File: src/xu_pkg.sv
// package: encodings, field positions and register layout for the add-extended/and slice
//
// What this block does
// - add minus one: source plus carry minus one
// - add zero: source plus carry
// - add-extended always updates carry flag
// - overflow-track form also updates signed and sticky
// - record form updates condition field zero
// - legacy aliases behave exactly like primary forms
// - and writes logic source AND second source
// - and never touches the exception register
// - summary copies sticky; exactly one compare bit
package xu_pkg;

  // ------------------------------------------------------------
  // instruction fields (bit 0 is the lsb of the word)
  // ------------------------------------------------------------
  localparam logic [5:0]  primary_code   = 6'h1f;
  localparam logic [8:0]  ext_add_minus  = 9'h0ea;
  localparam logic [8:0]  ext_add_zero   = 9'h0ca;
  localparam logic [9:0]  ext_and        = 10'h01c;
  localparam int          primary_lsb    = 26;
  localparam int          dest_lsb       = 21;
  localparam int          src_a_lsb      = 16;
  localparam int          src_b_lsb      = 11;
  localparam int          ovf_track_pos  = 10;
  localparam int          ext9_lsb       = 1;
  localparam int          ext10_lsb      = 1;
  localparam int          record_pos     = 0;

  // ------------------------------------------------------------
  // apb register map
  // ------------------------------------------------------------
  localparam logic [7:0]  addr_instr     = 8'h00;
  localparam logic [7:0]  addr_src_a     = 8'h04;
  localparam logic [7:0]  addr_src_b     = 8'h08;
  localparam logic [7:0]  addr_result    = 8'h0c;
  localparam logic [7:0]  addr_exc       = 8'h10;
  localparam logic [7:0]  addr_cond      = 8'h14;
  localparam logic [7:0]  addr_status    = 8'h18;

  // exception register: bit 2 sticky, bit 1 signed, bit 0 carry
  localparam int          exc_sticky_pos = 2;
  localparam int          exc_signed_pos = 1;
  localparam int          exc_carry_pos  = 0;
  localparam logic [2:0]  exc_reset      = 3'h0;
  // condition field: 3 negative, 2 positive, 1 zero, 0 summary
  localparam logic [3:0]  cond_reset     = 4'h0;
  localparam logic [31:0] word_reset     = 32'h0000_0000;
  localparam logic [31:0] minus_one      = 32'hffff_ffff;
  localparam logic [31:0] zero_addend    = 32'h0000_0000;

  typedef enum logic [1:0] {
    op_none      = 2'b00,
    op_add_minus = 2'b01,
    op_add_zero  = 2'b10,
    op_and       = 2'b11
  } op_type;

endpackage : xu_pkg

File: src/xu_decode.sv
// instruction decoder for the add-extended and register and forms
`timescale 1ns/10ps
module xu_decode (
  // instruction word
  input  wire logic [31:0]      instr,
  // decoded fields
  output xu_pkg::op_type        op,
  output logic                  ovf_track,
  output logic                  record_flags_bit
);

  logic [5:0] primary;
  logic [8:0] ext9;
  logic [9:0] ext10;

  always_comb begin
    primary          = instr[xu_pkg::primary_lsb +: 6];
    ext9             = instr[xu_pkg::ext9_lsb +: 9];
    ext10            = instr[xu_pkg::ext10_lsb +: 10];
    record_flags_bit = instr[xu_pkg::record_pos];
    ovf_track        = 1'b0;
    op               = xu_pkg::op_none;
    if (primary == xu_pkg::primary_code) begin
      // and has no overflow-track variant; its bit 10 is part of the code
      if (ext10 == xu_pkg::ext_and) begin
        op = xu_pkg::op_and;
      end else if (ext9 == xu_pkg::ext_add_minus) begin
        op        = xu_pkg::op_add_minus;
        ovf_track = instr[xu_pkg::ovf_track_pos];
      end else if (ext9 == xu_pkg::ext_add_zero) begin
        op        = xu_pkg::op_add_zero;
        ovf_track = instr[xu_pkg::ovf_track_pos];
      end
    end
  end

endmodule : xu_decode

File: src/xu_slice.sv
// execution slice with apb register access
`timescale 1ns/10ps
module xu_slice (
  // clock and reset
  input  wire logic             clk,
  input  wire logic             reset,
  input  wire logic             clk_en,
  // apb slave
  input  wire logic             psel,
  input  wire logic             penable,
  input  wire logic             pwrite,
  input  wire logic [7:0]       paddr,
  input  wire logic [31:0]      pwdata,
  output logic [31:0]           prdata,
  output logic                  pready,
  output logic                  pslverr
);

  // ------------------------------------------------------------
  // state
  // ------------------------------------------------------------
  logic [31:0]      instr_word;
  logic [31:0]      src_a_reg;
  logic [31:0]      second_src_reg;
  logic [31:0]      dest_reg;
  logic [2:0]       exc;
  logic [3:0]       cond;
  logic             illegal;
  logic [31:0]      next_instr_word;
  logic [31:0]      next_src_a_reg;
  logic [31:0]      next_second_src_reg;
  logic [31:0]      next_dest_reg;
  logic [2:0]       next_exc;
  logic [3:0]       next_cond;
  logic             next_illegal;
  logic [31:0]      next_prdata;
  logic [31:0]      prdata_q;

  xu_pkg::op_type   op;
  logic             ovf_track;
  logic             record_flags_bit;
  logic             wr;
  logic             rd;
  logic             issue;
  logic [32:0]      sum;
  logic [31:0]      addend;
  logic [31:0]      result;
  logic             carry_out;
  logic             signed_ovf;
  logic [2:0]       exc_after;
  logic             mapped;

  // issue by writing the instruction register; operands first
  xu_decode u_decode (
    .instr            (pwdata),
    .op               (op),
    .ovf_track        (ovf_track),
    .record_flags_bit (record_flags_bit)
  );

  // zero wait states: each access completes in its first access cycle
  always_comb begin
    pready  = 1'b1;
    mapped  = (paddr == xu_pkg::addr_instr) || (paddr == xu_pkg::addr_src_a) ||
              (paddr == xu_pkg::addr_src_b) || (paddr == xu_pkg::addr_result) ||
              (paddr == xu_pkg::addr_exc) || (paddr == xu_pkg::addr_cond) ||
              (paddr == xu_pkg::addr_status);
    pslverr = psel && penable && !mapped;
    wr      = psel && penable && pwrite && mapped && clk_en;
    // unmapped reads still decode so that they return zero
    rd      = psel && penable && !pwrite && clk_en;
    issue   = wr && (paddr == xu_pkg::addr_instr);
  end

  // ------------------------------------------------------------
  // datapath
  // ------------------------------------------------------------
  always_comb begin
    // aliases share the encoding, so one path serves both spellings
    addend = (op == xu_pkg::op_add_minus) ? xu_pkg::minus_one
                                          : xu_pkg::zero_addend;
    sum        = {1'b0, src_a_reg} + {1'b0, addend} + {32'h0000_0000, exc[xu_pkg::exc_carry_pos]};
    carry_out  = sum[32];
    signed_ovf = (src_a_reg[31] == addend[31]) && (sum[31] != src_a_reg[31]);
    // src_a_reg doubles as the logic source operand for and
    result     = (op == xu_pkg::op_and) ? (src_a_reg & second_src_reg) : sum[31:0];
    exc_after  = exc;
    if (op == xu_pkg::op_add_minus || op == xu_pkg::op_add_zero) begin
      exc_after[xu_pkg::exc_carry_pos] = carry_out;
      if (ovf_track) begin
        exc_after[xu_pkg::exc_signed_pos] = signed_ovf;
        exc_after[xu_pkg::exc_sticky_pos] = exc[xu_pkg::exc_sticky_pos] | signed_ovf;
      end
    end
    // and leaves exc_after equal to exc
  end

  always_comb begin
    next_instr_word     = instr_word;
    next_src_a_reg      = src_a_reg;
    next_second_src_reg = second_src_reg;
    next_dest_reg       = dest_reg;
    next_exc            = exc;
    next_cond           = cond;
    next_illegal        = illegal;
    next_prdata         = prdata_q;
    if (wr) begin
      case (paddr)
        xu_pkg::addr_src_a: begin
          next_src_a_reg = pwdata;
        end
        xu_pkg::addr_src_b: begin
          next_second_src_reg = pwdata;
        end
        xu_pkg::addr_exc: begin
          next_exc = pwdata[2:0];
        end
        xu_pkg::addr_cond: begin
          next_cond = pwdata[3:0];
        end
        default: begin
        end
      endcase
    end
    if (issue) begin
      next_instr_word = pwdata;
      next_illegal    = (op == xu_pkg::op_none);
      if (op != xu_pkg::op_none) begin
        next_dest_reg = result;
        next_exc      = exc_after;
        if (record_flags_bit) begin
          // sign decides negative, else nonzero is positive: exactly one set
          next_cond[3] = result[31];
          next_cond[2] = !result[31] && (result != 32'h0000_0000);
          next_cond[1] = (result == 32'h0000_0000);
          next_cond[0] = exc_after[xu_pkg::exc_sticky_pos];
        end
      end
    end
    if (rd) begin
      case (paddr)
        xu_pkg::addr_instr:  next_prdata = instr_word;
        xu_pkg::addr_src_a:  next_prdata = src_a_reg;
        xu_pkg::addr_src_b:  next_prdata = second_src_reg;
        xu_pkg::addr_result: next_prdata = dest_reg;
        xu_pkg::addr_exc:    next_prdata = {29'h0, exc};
        xu_pkg::addr_cond:   next_prdata = {28'h000_0000, cond};
        xu_pkg::addr_status: next_prdata = {31'h0, illegal};
        default:             next_prdata = 32'h0000_0000;
      endcase
    end
  end

  // read data is registered, so it is valid one cycle after the access
  // phase; to stay apb-correct we present it combinationally below

  always_ff @(posedge clk) begin
    if (reset) begin
      instr_word     <= xu_pkg::word_reset;
      src_a_reg      <= xu_pkg::word_reset;
      second_src_reg <= xu_pkg::word_reset;
      dest_reg       <= xu_pkg::word_reset;
      exc            <= xu_pkg::exc_reset;
      cond           <= xu_pkg::cond_reset;
      illegal        <= 1'b0;
      prdata_q       <= xu_pkg::word_reset;
    end else if (clk_en) begin
      instr_word     <= next_instr_word;
      src_a_reg      <= next_src_a_reg;
      second_src_reg <= next_second_src_reg;
      dest_reg       <= next_dest_reg;
      exc            <= next_exc;
      cond           <= next_cond;
      illegal        <= next_illegal;
      prdata_q       <= next_prdata;
    end
  end

  // registers are stable during the access phase, so next_prdata is the read value
  always_comb begin
    prdata = rd ? next_prdata : prdata_q;
  end

endmodule : xu_slice
File: config.mk
export PLATFORM = sky130hd
export DESIGN_NAME = xu_slice
export DESIGN_NICKNAME = d
export VERILOG_FILES = /design/src/xu_pkg.sv /design/src/xu_decode.sv /design/src/xu_slice.sv
export SDC_FILE = /design/constraint.sdc
export NUM_CORES = 1
export LEC_CHECK = 0
export BUFFER_PORTS_ARGS = -buffer_cell sky130_fd_sc_hd__buf_2
export CORE_MARGIN = 5
export CORE_UTILIZATION = 45
export CTS_CLUSTER_DIAMETER = 120
export DETAILED_ROUTE_END_ITERATION = 7
export GPL_TIMING_DRIVEN = 1
export PLACE_DENSITY_LB_ADDON = 0.25
export SLEW_MARGIN = 5
export SYNTH_ARGS = -nofsm -noshare
export SYNTH_HDL_FRONTEND = slang
export SYNTH_HIERARCHICAL = 1
export SYNTH_SLANG_ARGS = --single-unit
export TNS_END_PERCENT = 100
File: constraint.sdc
create_clock -name clk -period 9.3 [get_ports clk]
set_clock_uncertainty 0.2 [all_clocks]
set_input_delay 2.325 -clock clk [delete_from_list [all_inputs] [get_ports clk]]
set_output_delay 2.325 -clock clk [all_outputs]
set_load 0.01 [all_outputs]
---- Word-level counts from Yosys, hierarchy flattened ----
Cells that the tools add are included.
cells by class
  reductions and logical operators ........ 31
  bitwise logic cells ..................... 2
  equality and inequality tests ........... 17
  shifts and indexed selects .............. 0
  magnitude comparators ................... 0
  $mul .................................... 0
  mux-type cells .......................... 24
  divide/modulo/power cells ............... 0
  add/sub/neg operators ................... 2
operators with widths
  kind                                            count
  one-hot mux 32 bit (7 select lines)             1
  2-to-1 mux 32 bit                               4
  adder 32 x 32 -> 33 bit                         1
  adder 33 x 1 -> 33 bit                          1
  AND 32 bit                                      1
  zero test 32 bit                                1
  nonzero test 32 bit                             1
  == test 8 x 5 -> 1 bit, second input constant   3
  2-to-1 mux 4 bit                                5
  == test 9 x 8 -> 1 bit, second input constant   2
  == test 8 x 4 -> 1 bit, second input constant   2
  2-to-1 mux 3 bit                                5
  AND reduction 3 bit                             4
  == test 10 x 5 -> 1 bit, second input constant  1
  logical AND 1 bit                               10
  2-to-1 mux 2 bit                                5
  == test 8 x 3 -> 1 bit, second input constant   1
  zero test 8 bit                                 1
  logical OR 1 bit                                7
  == test 6 x 5 -> 1 bit, second input constant   1
  != test 3 bit, second input constant            2
  == test 2 bit, second input constant            2
  2-to-1 mux 1 bit                                4
  AND reduction 2 bit                             2
  other kinds (7)                                 9
word-level totals
  memories kept ........................... 0
  ROM bits ................................ 0
  flip-flop bits (word level) ............. 168
  latch bits .............................. 0
  output and inout port bits .............. 34
  bits of input ports ..................... 46
  RAM bits ................................ 0

---- Longest topological paths before layout ----
  depth after elaboration ................. 17
  depth in mapped cells ................... 26

---- Cells and area by module ----
Netlist, hierarchy kept.
by module, submodules not included
  module     sequential area each (um^2)  times used  area each (um^2)  cells an instance
  xu_slice   3363.2                       1           10431.3           1398
  xu_decode  0.0                          1           126.4             17

---- Least setup slack after synthesis ----
No wires, ideal clock.
  path type ............................... input to register
  start ................................... in pwdata[2]
  end ..................................... reg cond[2]
  stages .................................. 24
  arrival time ............................ 7.278 ns
  path slack .............................. 1.681 ns
  cells stage by stage .................... nor4b_4 nand3_1 a21oi_1 ha_1 buf_4 buf_6 buf_6 buf_2 clkbuf_1 clkbuf_1 xor2_1 ha_1 a21o_1 ha_1 nor4_2 nor4_4 a2bb2oi_1 mux4_2 o31ai_1 and4_1 and4b_1 nand4_2 a21oi_2 a2111oi_2
between the ends
  elaborated cells on any way between the ends .. 22
  those cells by class .................... add/sub: 2; eq/ne: 5; mux: 11; reduce/logical: 4
RTL lines
  element                                                 line             source
  start: declaration                                      xu_slice.sv:13   input wire logic [31:0] pwdata,
  == test 9 x 8 -> 1 bit                                  xu_decode.sv:27  end else if (ext9 == xu_pkg::ext_add_minus) begin
  2-to-1 mux 2 bit                                        xu_decode.sv:27
  2-to-1 mux 2 bit *                                      xu_decode.sv:25  if (ext10 == xu_pkg::ext_and) begin
  2-to-1 mux 2 bit *                                      xu_decode.sv:23  if (primary == xu_pkg::primary_code) begin
  net op[0]                                               xu_slice.sv:39   xu_pkg::op_type op;
  == test 2 x 1 -> 1 bit                                  xu_slice.sv:80   addend = (op == xu_pkg::op_add_minus) ? xu_pkg::minus_one
  2-to-1 mux 32 bit                                       xu_slice.sv:80
  adder 32 x 32 -> 33 bit                                 xu_slice.sv:82   sum = {1'b0, src_a_reg} + {1'b0, addend} + {32'h0000_0000, exc[xu_pkg::exc_carry_pos]};
  adder 33 x 1 -> 33 bit                                  xu_slice.sv:82
  2-to-1 mux 32 bit                                       xu_slice.sv:86   result = (op == xu_pkg::op_and) ? (src_a_reg & second_src_reg) : sum[31:0];
  nonzero test 32 bit or zero test 1 bit (tied branches)  xu_slice.sv:134  next_cond[2] = !result[31] && (result != 32'h0000_0000);
  logical AND 1 bit                                       xu_slice.sv:134
  2-to-1 mux 4 bit                                        xu_slice.sv:131  if (record_flags_bit) begin
  2-to-1 mux 4 bit *                                      xu_slice.sv:128  if (op != xu_pkg::op_none) begin
  2-to-1 mux 4 bit *                                      xu_slice.sv:125  if (issue) begin
  end signal: assignment                                  xu_slice.sv:164  cond <= xu_pkg::cond_reset;
  end signal: assignment                                  xu_slice.sv:173  cond <= next_cond;
  end: declaration                                        xu_slice.sv:27   logic [3:0] cond;
Mark *: on every way through the listed nets, which the timed path passes. The rest lies on a longest branch.
A chain may end at the register's enable or synchronous reset.

---- Worst setup path in the final report ----
  start ................................... in paddr[1]
  end ..................................... out prdata[29]
between the ends
  longest elaborated chain between the ends .. 4
  elaborated cells on any way between the ends .. 10
  those cells by class .................... eq/ne: 6; mux: 3; reduce/logical: 1
ends and longest elaborated chain
  element                                               line             source
  start: declaration                                    xu_slice.sv:12   input wire logic [7:0] paddr,
  == test 8 x 5 -> 1 bit, or another cell as far along  xu_slice.sv:141  case (paddr)
  one-hot mux 32 bit (7 select lines) *                 xu_slice.sv:141
  2-to-1 mux 32 bit *                                   xu_slice.sv:140  if (rd) begin
  2-to-1 mux 32 bit *                                   xu_slice.sv:181  prdata = rd ? next_prdata : prdata_q;
  end: declaration                                      xu_slice.sv:14   output logic [31:0] prdata,
Mark *: on every way between the ends. The rest lies on a longest branch, timed or not.

==> flow_summary.ini <==
[setup_path]
worstSetupEndpointType = output port
arrival_ps = 4960
critical_path_class = in -> out
setup.worst_path.start_class = input port
critPathMaxFanout = 21
worstPathRequired_ps = 6780

[job]
cap_violations = 0

[grt]
grt_use_total_pct = 25.39
grt_max_degree = 96
grt_pass1_wl_um = 54520
grt_pass1_vias = 9934
gr-total-overflow = 0
antenna_found_initial = 0

[yosys]
synth_mux_area_share_pct = 2.868
synth_top_area_share_pct = 31.86
ys_async_sr_fraction_pct = 0
ys_warn_count = 6
synth_top_family_by_area = compound AO/OA/AOI/OAI gates
synth-edff-count = 0
yosysUniqueCellTypes = 101
synth_adder_area_share_pct = 0.8296
synth_xor_area_share_pct = 1.209
synth_nets = 1468
yosysSeqAreaShare_pct = 31.86
ys_top_cells_by_area = dfxtp_1 (32%), nand2_1 (10%), a21oi_1 (6.4%)
synth_compound_area_share_pct = 30.20
netlist_area_um2 = 10560
ys_seq_elements = 168
ys.flop_type = dfxtp_1
yosys.area_share.simple_pct = 26.88
netlist_instances = 1415
synth_top_cell_by_area = dfxtp_1
synth_area_per_cell_um2 = 7.461

[drt]
wirelength_um = 33890
drtIter0Drc = 1234
post_drt_wl_per_cell_um = 19.58
drc = 0
ant_nets = 0
via_per_inst = 6.121
num_vias = 10600
firstDrtPassIters = 6

[pwr]
switching_share_pct = 23.94
p_sw_mw = 0.3598
irDropWorstVdd_mv = 0.09320
leakagePower_nw = 3.909
pwr-share-comb_pct = 3.0
power_density_nw_per_um2 = 129.9
pwr-share-clk_pct = 49.2
seqPwrFrac_pct = 47.9
p_int_mw = 1.143

[die]
core_area_um2 = 23260
initial_core_util_pct = 45.39
num_io_pins = 80
rows = 56
die_w_um = 163.2
die_h_um = 163.2
dieArea_um2 = 26620

[clock_tree]
postCtsSetupBuffers = 0
cts_root_buf = clkbuf_16
numCtsBuffers = 17
cts-htree-levels = 4
cts_max_path_buffers = 2
clock_latency_ps = 440
holdBufCountCts = 0
cts_resized = 0
cts_tree = built
clkSlewWorstSetupHoldPaths_ps = 60
clock-sinks = 168

[placed_design]
dp_hpwl_um = 22920
gp_congestion = 0.9486
dp.cells = 1699
io_buffers = 78

[timing]
drv_slew = 0
fin_crit_sh_pct = 80.48
max_slew_margin_pct = 25.43
fin_crit_ps = 7484
rsz0062_at_grt = false
hold_violations = 0
tightest_slew_ps = 1112
tns_ps = 0
finalSetupViolCount = 0
clock.fmax_mhz = 133.6

[outcome]
status = finished clean

[finish]
fillCellCount = 2330
antenna_cells = 0
fin_nets = 1452
syn_to_final_growth_pct = 9.599
layout.cells.non_filler = 1731
drive_above_1_share_pct = 12.82
final_common_cell = nand2_1
final_cell_mix = nand2_1 (283), dfxtp_1 (168), a21oi_1 (134)

[hold_path]
hold_path.class = reg -> reg
worst paths after layout:
check	start	endpoint	slack [ps]	depth (start not counted)
worst max-delay path	paddr[1]	prdata[29]	1820	9
worst min-delay path	instr_word[11]	instr_word[11]	260	2
worst max register to register	src_a_reg[0]	cond[2]	4980	15
worst min register to register	instr_word[11]	instr_word[11]	260	2
power by group through the flow:
| stage | Sequential [mW] | Clock (mW) | Combinational [mW] |
|---|---|---|---|
| 2_1_floorplan | 0.736 | 0 | 0.0207 |
| 3_3_place_gp | 0.736 | 0 | 0.0439 |
| 3_5_place_dp | 0.736 | 0 | 0.0441 |
| 4_1_cts | 0.719 | 0.746 | 0.0443 |
| 5_1_grt | 0.719 | 0.780 | 0.0487 |
| 6_report | 0.719 | 0.739 | 0.0444 |
logic make-up (layout without fill, tap and decap cells):
| logic type | after synthesis | after routing |
|---|---|---|
| buffers and inverters | 156 | 153 |
| and+or+nand+nor | 589 | 589 |
| muxes | 28 | 28 |
| other | 1 | 1 |
| DFF | 168 | 168 |
| adders and majority gates | 7 | 7 |
| AOI/OAI and AO/OA | 453 | 453 |
| xor gates and xnor gates | 13 | 13 |
worst max-delay path: stages:
cell	delay (ps)
buf_2	90
nor3_1	230
and2_1	240
nand2_1	140
nor3_2	860
buf_4	470
a221oi_1	170
o21ai_0	250
buf_2	190
cells in the mapped netlist, types with 7 or more instances:
library cell / count
a211oi_1: 27
a21o_1: 7
a21oi_1: 134
a221oi_1: 32
a22o_1: 33
a22oi_1: 8
a311oi_1: 9
a31oi_1: 7
and2_1: 8
and3_1: 9
and4b_1: 11
buf_2: 19
clkbuf_1: 103
dfxtp_1: 168
ha_1: 7
inv_1: 23
mux2_2: 7
mux2i_1: 19
nand2_1: 283
nand2b_1: 13
nand3_1: 25
nand4_1: 8
nor2_1: 95
nor2b_1: 38
nor3_1: 44
nor4_1: 10
o211ai_1: 8
o21a_1: 8
o21ai_0: 76
o31a_1: 11
o31ai_1: 11
xnor2_1: 8
layer usage:
metal	GRT usage, %	wire length, µm	vias to the layer above
met5	0	0	-
met4	10.56	1223	0
met3	4.820	2694	85
met2	38.62	15040	477
met1	35.37	14940	4933
li1	-	-	5101
metrics by stage:
step | hold slack (ps) | area (µm²) | setup slack [ps] | power (mW) | util (%)
2_1_floorplan | 232.2 | 10560 | 1681 | 0.7567 | -
3_3_place_gp | 242.1 | 10970 | 1877 | 0.7801 | 47.15
3_5_place_dp | 247.5 | 10970 | 1799 | 0.7803 | 47.15
4_1_cts | 256.1 | 11570 | 1810 | 1.510 | 49.74
5_1_grt | 277.5 | 11570 | 1551 | 1.548 | 49.74
6_report | 256.9 | 11570 | 1816 | 1.503 | 49.74
layout make-up:
class / count / area, µm² / share of cell area (%)
tap: 319 / 399.1 / 3.449
inverter: 24 / 90.09 / 0.7785
multi-input combinational: 1091 / 6581 / 56.88
clock inverter: 13 / 158.9 / 1.373
clock buffer: 19 / 442.9 / 3.828
timing repair buffer: 97 / 535.5 / 4.628
sequential: 168 / 3363 / 29.07
No activity file was read; power rests on OpenSTA's default activity.
